==> config.mk <==
export PLATFORM = sky130hd
export DESIGN_NAME = epsc_stat_bank
export DESIGN_NICKNAME = d
export VERILOG_FILES = /design/src/logic/epsc_counter.v /design/src/logic/epsc_stat_bank.v
export VERILOG_INCLUDE_DIRS = /design/src /design/src/logic
export SDC_FILE = /design/constraint.sdc
export NUM_CORES = 1
export LEC_CHECK = 0
export BUFFER_PORTS_ARGS = -buffer_cell sky130_fd_sc_hd__buf_2
export CAP_MARGIN = 10
export CORE_ASPECT_RATIO = 0.7
export CORE_MARGIN = 5
export CORE_UTILIZATION = 30
export CTS_CLUSTER_DIAMETER = 50
export CTS_CLUSTER_SIZE = 8
export DETAILED_ROUTE_END_ITERATION = 10
export GPL_TIMING_DRIVEN = 0
export PLACE_DENSITY_LB_ADDON = 0.3
export SETUP_SLACK_MARGIN = 0.5
export SYNTH_ARGS = -nofsm -noshare
export SYNTH_HDL_FRONTEND = slang
export SYNTH_SLANG_ARGS = --single-unit
==> constraint.sdc <==
create_clock -name i_clock -period 4 [get_ports i_clock]
set_clock_uncertainty 0.15 [all_clocks]
set_input_delay 0.4 -clock i_clock [delete_from_list [all_inputs] [get_ports i_clock]]
set_output_delay 0.4 -clock i_clock [all_outputs]
set_load 0.01 [all_outputs]
==> src/logic/epsc_map.vh <==
// Constants for the network port statistic counter bank.
`ifndef EPSC_MAP_VH
`define EPSC_MAP_VH
`define EPSC_NUM_COUNTERS 32
`define EPSC_CNT_WIDTH 16
`define EPSC_BUF_LIMIT_RST 8'h10
`define EPSC_COLL_LIMIT 5'h10
`define EPSC_CLK_HZ 10000000
`define EPSC_LAMP_MS 1000
`define EPSC_LAMP_CYCLES ((`EPSC_CLK_HZ / 1000) * `EPSC_LAMP_MS)
`define EPSC_ROUTE_FIELDS 8
`define EPSC_ROUTE_UNUSED 8'hFF
`define EPSC_IDX_RX_VALID 0
`define EPSC_IDX_RX_NOBUF 1
`define EPSC_IDX_RETRY_RX 2
`define EPSC_IDX_GEN 3
`define EPSC_IDX_GEN_FAIL 4
`define EPSC_IDX_TX_ACK 5
`define EPSC_IDX_TX_LOST 6
`define EPSC_IDX_TX_RETRY 7
`define EPSC_IDX_UNROUTE 8
`define EPSC_IDX_ILLEGAL 9
`define EPSC_IDX_PRI_RD 10
`define EPSC_IDX_PRI_WR 11
`define EPSC_IDX_NP_RD 12
`define EPSC_IDX_NP_WR 13
`define EPSC_IDX_FOREIGN 14
`define EPSC_IDX_FR_TX 15
`define EPSC_IDX_FR_RX 16
`define EPSC_IDX_COLL 17
`define EPSC_IDX_COLL_LOST 18
`define EPSC_ERR_MASK 32'h0004_03D2
`endif

==> src/logic/epsc_counter.v <==
// One wrapping statistic counter with clear priority.
`include "epsc_map.vh"
module epsc_counter #(
	parameter WIDTH = `EPSC_CNT_WIDTH
) (
	input wire i_clock,
	input wire i_reset_n,
	input wire i_clear,
	input wire i_inc,
	output reg [WIDTH-1:0] o_count
);
	always @(posedge i_clock) begin
		if (!i_reset_n || i_clear) begin
			o_count <= {WIDTH{1'b0}};
		end else if (i_inc) begin
			o_count <= o_count + {{(WIDTH-1){1'b0}}, 1'b1};
		end
	end
endmodule

==> src/logic/epsc_stat_bank.v <==
// Statistic counter bank, route snapshot and error lamp for the network port.
// Functional notes
// - Thirty-two counters per port, each advancing by one on its event; only counters 0 to 18 have an event, 19 to 31 stay at zero.
// - Any error counter advance lights the red error lamp for one second.
// - A clear request zeroes all counters at once; reader issues it on demand.
// - Count valid command or reply frames accepted from a peer.
// - Count incoming frames dropped for no free buffer; limit defaults to 16.
// - Count retry requests from peers for messages this port routed.
// - Count messages the port originates itself, such as periodic transfers.
// - Count internal originations that fail for lack of a buffer.
// - Count transmissions completed with a positive acknowledgement.
// - Count a retry on each negative or missing acknowledgement.
// - When retries run out, drop the frame and count it lost.
// - Count received frames discarded because the route is unresolvable.
// - Count received requests with an illegal operation code.
// - Separate counters for locally served priority reads and writes.
// - Separate counters for locally served non-priority reads and writes.
// - Count every command, reply, ACK, NAK or BUSY frame transmitted.
// - Count every command, reply, ACK, NAK or BUSY frame received.
// - Hold eight route fields of the last message; unused marked; zero initially.
// - Count collisions between own transmission and other traffic.
// - Counter for non-native frames in alternate mode; may stay inactive.
// - Abandon a frame and report error after more than 16 collisions.
`include "epsc_map.vh"
module epsc_stat_bank #(
	parameter CNT_WIDTH = `EPSC_CNT_WIDTH,
	parameter LAMP_CYCLES = `EPSC_LAMP_CYCLES,
	parameter [7:0] BUF_LIMIT_DEFAULT = `EPSC_BUF_LIMIT_RST
) (
	input wire i_clock,
	input wire i_reset_n,
	input wire i_clear,

	// One-cycle event pulses from the protocol engine on the same clock.
	input wire i_ev_rx_valid,
	input wire i_ev_rx_nobuf,
	input wire i_ev_retry_rx,
	input wire i_ev_gen,
	input wire i_ev_gen_fail,
	input wire i_ev_tx_ack,
	input wire i_ev_tx_nak,
	input wire i_ev_tx_timeout,
	input wire i_ev_tx_retries_out,
	input wire i_ev_unroute,
	input wire i_ev_illegal,
	input wire i_ev_pri_rd,
	input wire i_ev_pri_wr,
	input wire i_ev_np_rd,
	input wire i_ev_np_wr,
	input wire i_ev_foreign,
	input wire i_ev_frame_tx,
	input wire i_ev_frame_rx,
	input wire i_ev_tx_start,
	input wire i_ev_collision,

	// Buffer limit setting written by the configuration side.
	input wire i_buf_limit_wr,
	input wire [7:0] i_buf_limit,

	// Route of the most recent incoming message.
	input wire i_route_load,
	input wire [3:0] i_route_len,
	input wire [63:0] i_route,

	// Counter index shown on the single read port.
	input wire [4:0] i_sel,

	// Every output is registered.
	output reg [CNT_WIDTH-1:0] o_count,
	output reg [(`EPSC_NUM_COUNTERS*CNT_WIDTH)-1:0] o_counts,
	output reg [63:0] o_last_route,
	output reg [7:0] o_buf_limit,
	output reg o_coll_abort,
	output reg o_error_lamp
);
	localparam N = `EPSC_NUM_COUNTERS;
	localparam [N-1:0] ERR_MASK = `EPSC_ERR_MASK;
	localparam [4:0] COLL_LIMIT = `EPSC_COLL_LIMIT;

	wire [N-1:0] inc;
	wire [N*CNT_WIDTH-1:0] counts;
	reg [4:0] coll_count;
	reg [31:0] lamp_timer;
	reg [CNT_WIDTH-1:0] next_count;
	wire coll_excess;
	integer k;
	reg [4:0] next_coll_count;
	reg [31:0] next_lamp_timer;
	reg [1:0] lamp_state;
	reg [1:0] next_lamp_state;
	reg [7:0] next_buf_limit;
	wire err_event;
	localparam [1:0] LAMP_DARK = 2'b01;
	localparam [1:0] LAMP_LIT = 2'b10;
	localparam [31:0] LAMP_LOAD = LAMP_CYCLES - 1;

	// Any advance of an error-class counter lights the lamp.
	assign err_event = |(inc & ERR_MASK);

	// A collision that pushes the count past the limit abandons the frame.
	assign coll_excess = i_ev_collision && (coll_count == COLL_LIMIT) && !i_ev_tx_start;

	assign inc[`EPSC_IDX_RX_VALID] = i_ev_rx_valid;
	assign inc[`EPSC_IDX_RX_NOBUF] = i_ev_rx_nobuf;
	assign inc[`EPSC_IDX_RETRY_RX] = i_ev_retry_rx;
	assign inc[`EPSC_IDX_GEN] = i_ev_gen;
	assign inc[`EPSC_IDX_GEN_FAIL] = i_ev_gen_fail;
	assign inc[`EPSC_IDX_TX_ACK] = i_ev_tx_ack;
	assign inc[`EPSC_IDX_TX_LOST] = i_ev_tx_retries_out;
	assign inc[`EPSC_IDX_TX_RETRY] = i_ev_tx_nak | i_ev_tx_timeout;
	assign inc[`EPSC_IDX_UNROUTE] = i_ev_unroute;
	assign inc[`EPSC_IDX_ILLEGAL] = i_ev_illegal;
	assign inc[`EPSC_IDX_PRI_RD] = i_ev_pri_rd;
	assign inc[`EPSC_IDX_PRI_WR] = i_ev_pri_wr;
	assign inc[`EPSC_IDX_NP_RD] = i_ev_np_rd;
	assign inc[`EPSC_IDX_NP_WR] = i_ev_np_wr;
	assign inc[`EPSC_IDX_FOREIGN] = i_ev_foreign;
	assign inc[`EPSC_IDX_FR_TX] = i_ev_frame_tx;
	assign inc[`EPSC_IDX_FR_RX] = i_ev_frame_rx;
	assign inc[`EPSC_IDX_COLL] = i_ev_collision;
	assign inc[`EPSC_IDX_COLL_LOST] = coll_excess;
	assign inc[N-1:`EPSC_IDX_COLL_LOST+1] = {(N-`EPSC_IDX_COLL_LOST-1){1'b0}};

	genvar g;
	generate
		for (g = 0; g < N; g = g + 1) begin : gen_cnt
			epsc_counter #(
				.WIDTH(CNT_WIDTH)
			) u_cnt (
				.i_clock(i_clock),
				.i_reset_n(i_reset_n),
				.i_clear(i_clear),
				.i_inc(inc[g]),
				.o_count(counts[g*CNT_WIDTH +: CNT_WIDTH])
			);
		end
	endgenerate

	always @* begin
		next_count = {CNT_WIDTH{1'b0}};
		for (k = 0; k < N; k = k + 1) begin
			if (i_sel == k[4:0]) begin
				next_count = counts[k*CNT_WIDTH +: CNT_WIDTH];
			end
		end
	end

	// The selected counter is shown one cycle after its update.
	always @(posedge i_clock) begin
		if (!i_reset_n) begin
			o_count <= {CNT_WIDTH{1'b0}};
		end else begin
			o_count <= next_count;
		end
	end

	// The full bank copy lags the live counters by the same one cycle.
	always @(posedge i_clock) begin
		if (!i_reset_n) begin
			o_counts <= {(N*CNT_WIDTH){1'b0}};
		end else begin
			o_counts <= counts;
		end
	end

	// Collision tally per transmission attempt; a new attempt restarts it.
	always @* begin
		next_coll_count = coll_count;
		if (i_ev_tx_start || coll_excess) begin
			next_coll_count = 5'h00;
		end else if (i_ev_collision) begin
			next_coll_count = coll_count + 5'h01;
		end
	end

	always @(posedge i_clock) begin
		if (!i_reset_n) begin
			coll_count <= 5'h00;
			o_coll_abort <= 1'b0;
		end else begin
			coll_count <= next_coll_count;
			o_coll_abort <= coll_excess;
		end
	end

	always @* begin
		next_buf_limit = o_buf_limit;
		if (i_buf_limit_wr) begin
			next_buf_limit = i_buf_limit;
		end
	end

	always @(posedge i_clock) begin
		if (!i_reset_n) begin
			o_buf_limit <= BUF_LIMIT_DEFAULT;
		end else begin
			o_buf_limit <= next_buf_limit;
		end
	end

	// Route snapshot; positions at or beyond the length are marked unused.
	generate
		for (g = 0; g < `EPSC_ROUTE_FIELDS; g = g + 1) begin : gen_route
			always @(posedge i_clock) begin
				if (!i_reset_n) begin
					o_last_route[g*8 +: 8] <= 8'h00;
				end else if (i_route_load) begin
					if (i_route_len > g) begin
						o_last_route[g*8 +: 8] <= i_route[g*8 +: 8];
					end else begin
						o_last_route[g*8 +: 8] <= `EPSC_ROUTE_UNUSED;
					end
				end
			end
		end
	endgenerate

	// Any error counter advance restarts the one second lamp hold.
	// The lamp stays lit for LAMP_CYCLES cycles after the last error event.
	always @* begin
		next_lamp_state = lamp_state;
		next_lamp_timer = lamp_timer;
		case (lamp_state)
			LAMP_DARK: begin
				if (err_event) begin
					next_lamp_state = LAMP_LIT;
					next_lamp_timer = LAMP_LOAD;
				end
			end
			LAMP_LIT: begin
				if (err_event) begin
					next_lamp_timer = LAMP_LOAD;
				end else if (lamp_timer != 32'h0000_0000) begin
					next_lamp_timer = lamp_timer - 32'h0000_0001;
				end else begin
					next_lamp_state = LAMP_DARK;
				end
			end
			default: begin
				next_lamp_state = LAMP_DARK;
				next_lamp_timer = 32'h0000_0000;
			end
		endcase
	end

	always @(posedge i_clock) begin
		if (!i_reset_n) begin
			lamp_state <= LAMP_DARK;
			lamp_timer <= 32'h0000_0000;
			o_error_lamp <= 1'b0;
		end else begin
			lamp_state <= next_lamp_state;
			lamp_timer <= next_lamp_timer;
			o_error_lamp <= (next_lamp_state == LAMP_LIT);
		end
	end
endmodule

**Yosys cells after proc, flatten, opt, wreduce, memory -nomap -nowiden**

Cells that the tools add are included.

- Add/sub/neg operators: 21
- $lt $le $gt $ge: 8
- Eq/ne operators: 37
- Multiplexer cells: 35
- Bitwise operators: 2
- Reductions and logical operators: 12

Operators with widths:

| cell | count |
|---|---|
| adder 16 x 1 -> 16 bit (second input constant) | 19 |
| 2-to-1 mux 16 bit | 19 |
| 2-to-1 mux 32 bit | 3 |
| equality test 5 bit (second input constant) | 17 |
| 2-to-1 mux 8 bit | 8 |
| one-hot mux 32 bit (2 select lines) | 1 |
| equality test 5 x 4 -> 1 bit (second input constant) | 8 |
| nonzero test 32 bit | 1 |
| subtractor 32 x 1 -> 32 bit (second input constant) | 1 |
| equality test 5 x 3 -> 1 bit (second input constant) | 4 |
| > comparator 4 x 3 -> 1 bit (second input constant) | 4 |
| OR reduction 14 bit | 1 |
| equality test 5 x 2 -> 1 bit (second input constant) | 2 |
| > comparator 4 x 1 -> 1 bit (second input constant) | 2 |
| > comparator 4 x 2 -> 1 bit (second input constant) | 2 |
| OR reduction 7 bit | 1 |
| 2-to-1 mux 2 bit | 3 |
| adder 5 x 1 -> 5 bit (second input constant) | 1 |
| equality test 5 x 1 -> 1 bit (second input constant) | 1 |
| zero test 5 bit | 1 |
| equality test 2 bit (second input constant) | 2 |
| one-hot mux 2 bit (2 select lines) | 1 |
| inequality test 3 bit (second input constant) | 1 |
| equality test 2 x 1 -> 1 bit (second input constant) | 1 |
| 8 further kinds | 11 |

- Bits in registers: 737
- Input port bits: 106
- Word-level logic and storage cells: 150

**Depth between registers and ports, before layout**

- Depth after elaboration: 20
- Depth in mapped cells: 10

**Cells and area by module**

A second synthesis with hierarchy kept.

- Cells, all modules: 5024
- Area, all modules: 47778.3 um^2

Modules (own cells, without submodules):

| module | instances | cells an instance | area each (um^2) | sequential area each (um^2) |
|---|---|---|---|---|
| epsc_stat_bank | 1 | 2496 | 24716.2 | 12832.3 |
| epsc_counter | 32 | 79 | 720.7 | 320.3 |

**Worst setup path before layout**

No wires, ideal clock.

- Kind: input to register
- Start: in i_ev_tx_retries_out
- End: reg lamp_timer[7]
- Data arrival time: 2.468 ns
- Data required time: 3.781 ns
- Setup slack: 1.313 ns
- Stages: 7
- Cells stage by stage: buf_2 -> or4_4 -> nor4_4 -> nand2_2 -> or4_4 -> or4_1 -> o21ai_1

- Word-level cells in the longest chain between the ends: 3
- Elaborated cells between the ends (all ways): 6
- Classes of those cells: 2 x eq/ne; 2 x mux; 2 x reduce/logical

RTL lines:

| element | line | RTL |
|---|---|---|
| start: declaration | epsc_stat_bank.v:43 | `input wire i_ev_tx_retries_out,` |
| OR reduction 7 bit * | epsc_stat_bank.v:98 | `assign err_event = \|(inc & ERR_MASK);` |
| 2-to-1 mux 32 bit, or another cell as far along | epsc_stat_bank.v:231 | `if (err_event) begin` |
| one-hot mux 32 bit (2 select lines) or AND reduction 2 bit (tied branches) | -- |  |
| end signal: assignment | epsc_stat_bank.v:253 | `lamp_timer <= next_lamp_timer;` |
| end: declaration | epsc_stat_bank.v:83 | `reg [31:0] lamp_timer;` |

Mark *: on every way between the ends. The rest lies on a longest branch, timed or not.
A chain may end at the register's enable or synchronous reset.

**Worst setup path in the final report**

- Start: in i_sel[0]
- End: reg o_count[3]

- Word-level cells in the longest chain between the ends: 20
- Elaborated cells between the ends (all ways): 52
- Classes of those cells: 31 x eq/ne; 19 x mux; 2 x reduce/logical

RTL lines:

| element | line | RTL |
|---|---|---|
| start: declaration | epsc_stat_bank.v:66 | `input wire [4:0] i_sel,` |
| zero test 5 bit | epsc_stat_bank.v:142 | `if (i_sel == k[4:0]) begin` |
| 2-to-1 mux 16 bit (19 in a row) | epsc_stat_bank.v:142 |  |
| end signal: assignment | epsc_stat_bank.v:151 | `o_count <= {CNT_WIDTH{1'b0}};` |
| end signal: assignment | epsc_stat_bank.v:153 | `o_count <= next_count;` |
| end: declaration | epsc_stat_bank.v:69 | `output reg [CNT_WIDTH-1:0] o_count,` |

Parallel ways exist; a longest one is shown, timed or not.

==> results_dict.tcl <==
set metrics [dict create \
    outcome "complete, no violations" \
    synth_xor_area_frac 0.0752 \
    cap_violations 0 \
    relSlewSlack 0.152 \
    peakVddDrop_mv 0.312 \
    die-area_sq_um 108000 \
    yosysUniqueCellTypes 80 \
    rsz0062_at_grt "false" \
    internal_power_mw 13.3 \
    grt_pass1_wl_microns 181000 \
    synth_compound_gate_area_share 0.111 \
    synth.mux.area_fraction 0.0227 \
    synth_seq_cells 737 \
    fp.dieH_microns 277 \
    multiInputGateArea_sq_um 14200 \
    p_total_mw 17.9 \
    ys_async_sr_fraction 0 \
    vias 27100 \
    grt_pass1_vias 25300 \
    finalHoldViolCount 0 \
    final_common_cell "dfxtp_1" \
    synth_edf_count 0 \
    synth_adder_area_share 0.00984 \
    cp_max_fo 10 \
    grt-ovfl-total 0 \
    cp_data_arrival_time_ns 3.98 \
    htree_levels 3 \
    end_kind "flip-flop" \
    cts_max_path_buffers 3 \
    worstMarginPinSlew_ns 1.27 \
    rr_endpoint "lamp_timer[20]" \
    port_buffers 486 \
    regArea_sq_um 14800 \
    reg2reg_depth 6 \
    grt_max_degree 16 \
    min_from "i_ev_np_wr" \
    p_sw_frac 0.256 \
    p_seq_frac 0.426 \
    first_iter_violations 2575 \
    wl_per_cell_microns 22.8 \
    finalWirelength_microns 127000 \
    drv_slew 0 \
    numCtsBuffers 108 \
    placement_rows 97 \
    hold-path-cell-count 3 \
    place_congestion 1.01 \
    final_cell_area_sq_um 39400 \
    r2r_start "lamp_timer[15]" \
    final_cell_mix "dfxtp_1, buf_2, nor2_1, and2_1" \
    p_switching_mw 4.60 \
    cts_tree "yes" \
    yosysSeqAreaShare 0.483 \
    syn_to_final_growth_pct 28.9 \
    setup_ws_ns 0.434 \
    yosysWarningCount 0 \
    clkTransAtPathRegs_ns 0.05 \
    syn_area_sq_um 30500 \
    dr.pass1.iters 8 \
    worst_skew_pair.late_latency_ns 0.71 \
    holdPathEnd "gen_cnt[13].u_cnt.o_count[0]" \
    synth_top_family_by_area "simple AND/OR/NAND/NOR gates" \
    power_leakage_nw 16.8 \
    worstSetupPathType "input pin to flip-flop" \
    die_x_microns 391 \
    drive_gt1_frac 0.216 \
    cts_root_buffer "clkbuf_16" \
    p_per_area_nw_per_um2 455 \
    pwr-share-clk 0.470 \
    max_freq_mhz 280 \
    cts_setup_buffers 0 \
    worstSetupStartpointType "input pin" \
    crit_required_ns 4.41 \
    grtUsageTotal 0.226 \
    period_share 0.892 \
    ant_nets 0 \
    synth_ff_type "dfxtp_1" \
    synthSimpleGateAreaFrac 0.221 \
    cts.sinks 737 \
    syn_avg_cell_area_sq_um 9.21 \
    fin_hold_ws_ns 0.0561 \
    core_sq_um 100000 \
    fillCellCount 10300 \
    worstHoldPathType "input pin to flip-flop" \
    layout.nets 4334 \
    vias_per_cell 4.87 \
    setup_viol 0 \
    post-route-min-period_ns 3.57 \
    syn_inst 3314 \
    pre_cts_ws_ns -0.402 \
    fin_util 0.392 \
    io_pins 708 \
    antenna_found_initial 10 \
    place_area_sq_um 35400 \
    p_comb_frac 0.104 \
    rrSetupSlack_ns 0.77 \
    start_util 0.304 \
    dp_hpwl_microns 99300 \
    drc 0 \
]
==> flip-flops by register name, indices dropped and copies added, names as in the netlist <==
name	flops
lamp_state	2
o_last_route	64
o_buf_limit	8
coll_count	5
gen_cnt.u_cnt.o_count	304
o_count	16
o_error_lamp	1
lamp_timer	32
o_counts	304
o_coll_abort	1
==> stage by stage <==
stage,setup TNS (ns),cells
after floorplan,0,3521
after global placement,-2.15,5343
after detailed placement,-1.78,5343
after CTS,0,5560
after global routing,0,5564
final,0,5565
==> power groups by stage <==
stage / logic, mW / registers, mW / clock network [mW]
2_1_floorplan: 1.15 / 7.77 / 0
3_3_place_gp: 1.72 / 7.77 / 0
3_5_place_dp: 1.73 / 7.77 / 0
4_1_cts: 1.81 / 7.63 / 8.60
5_1_grt: 2.00 / 7.64 / 8.94
6_report: 1.86 / 7.63 / 8.43
==> worst max-delay path, stage by stage <==
cell and delay [ns]:
buf_2 0.10, clkbuf_1 0.31, clkbuf_2 0.42, clkbuf_2 0.43
buf_1 0.63, o22ai_1 0.22, a221oi_1 0.77, o21ai_0 0.29
a21oi_1 0.40
==> synthesized netlist by cell type, drive strengths merged (9+ instances only) <==
cell type / n / area, sq um
nand2b: 11 / 68.8
mux2i: 59 / 591
nand2: 192 / 723
a211oi: 11 / 82.6
o22ai: 35 / 219
nor3: 38 / 195
a31oi: 18 / 113
nand4: 84 / 526
and2: 308 / 1930
o221ai: 9 / 78.8
dfxtp: 737 / 14800
inv: 22 / 82.6
clkbuf: 158 / 593
and4: 34 / 298
o31ai: 9 / 67.6
o221a: 57 / 642
nand3: 82 / 410
xnor2: 72 / 631
and3: 55 / 344
nor2: 389 / 1470
ha: 24 / 300
xor2: 190 / 1660
buf: 234 / 1670
o211ai: 11 / 82.6
or2: 9 / 56.3
a221oi: 13 / 114
or3: 48 / 300
nor2b: 13 / 81.3
o2bb2ai: 9 / 78.8
a21oi: 142 / 711
o21ai: 118 / 591
nor4: 13 / 115
==> what timing repair did <==
item / in CTS / in global routing
hold buffers: 85 / 0
hold endpoints to repair: 128 / 0
gates resized for setup: 2 / 5
setup endpoints to repair: 3 / 5
==> layer usage <==
layer | GRT usage | up-vias | wire length, microns
met5 | 0 | - | 41
met2 | 0.333 | 1196 | 54200
met4 | 0.0665 | 6 | 3540
met1 | 0.322 | 12900 | 57600
li1 | - | 12700 | -
met3 | 0.0604 | 210 | 11200
==> worst max path at each step <==
| stage | from | endpoint | cells after the start |
|---|---|---|---|
| after global placement | i_sel[0] | o_count[3] | 9 |
| after global routing | i_sel[1] | o_count[5] | 8 |
| after floorplan | i_ev_tx_retries_out | lamp_timer[7] | 7 |
| final | i_sel[0] | o_count[3] | 9 |
| after detailed placement | i_sel[0] | o_count[3] | 9 |
| after CTS | i_sel[0] | o_count[3] | 9 |
==> kinds of logic after synthesis <==
kind of cell,after synthesis
muxes,67
and+or+nand+nor,1304
adders and majority gates,24
DFF,737
xor gates and xnor gates,262
other,1
AOI/OAI and AO/OA,502
buffers and inverters,417
==> layout make-up <==
| type | instances | area share |
|---|---|---|
| Sequential cell | 737 | 0.375 |
| Multi-Input combinational cell | 2367 | 0.361 |
| Timing Repair Buffer | 573 | 0.0837 |
| Clock buffer | 117 | 0.0717 |
| Buffer | 392 | 0.0577 |
| Tap cell | 1336 | 0.0425 |
| Clock inverter | 15 | 0.00620 |
| Inverter | 25 | 0.00238 |
| Antenna cell | 3 | 0.000191 |
(Power assumes the default switching activity.)
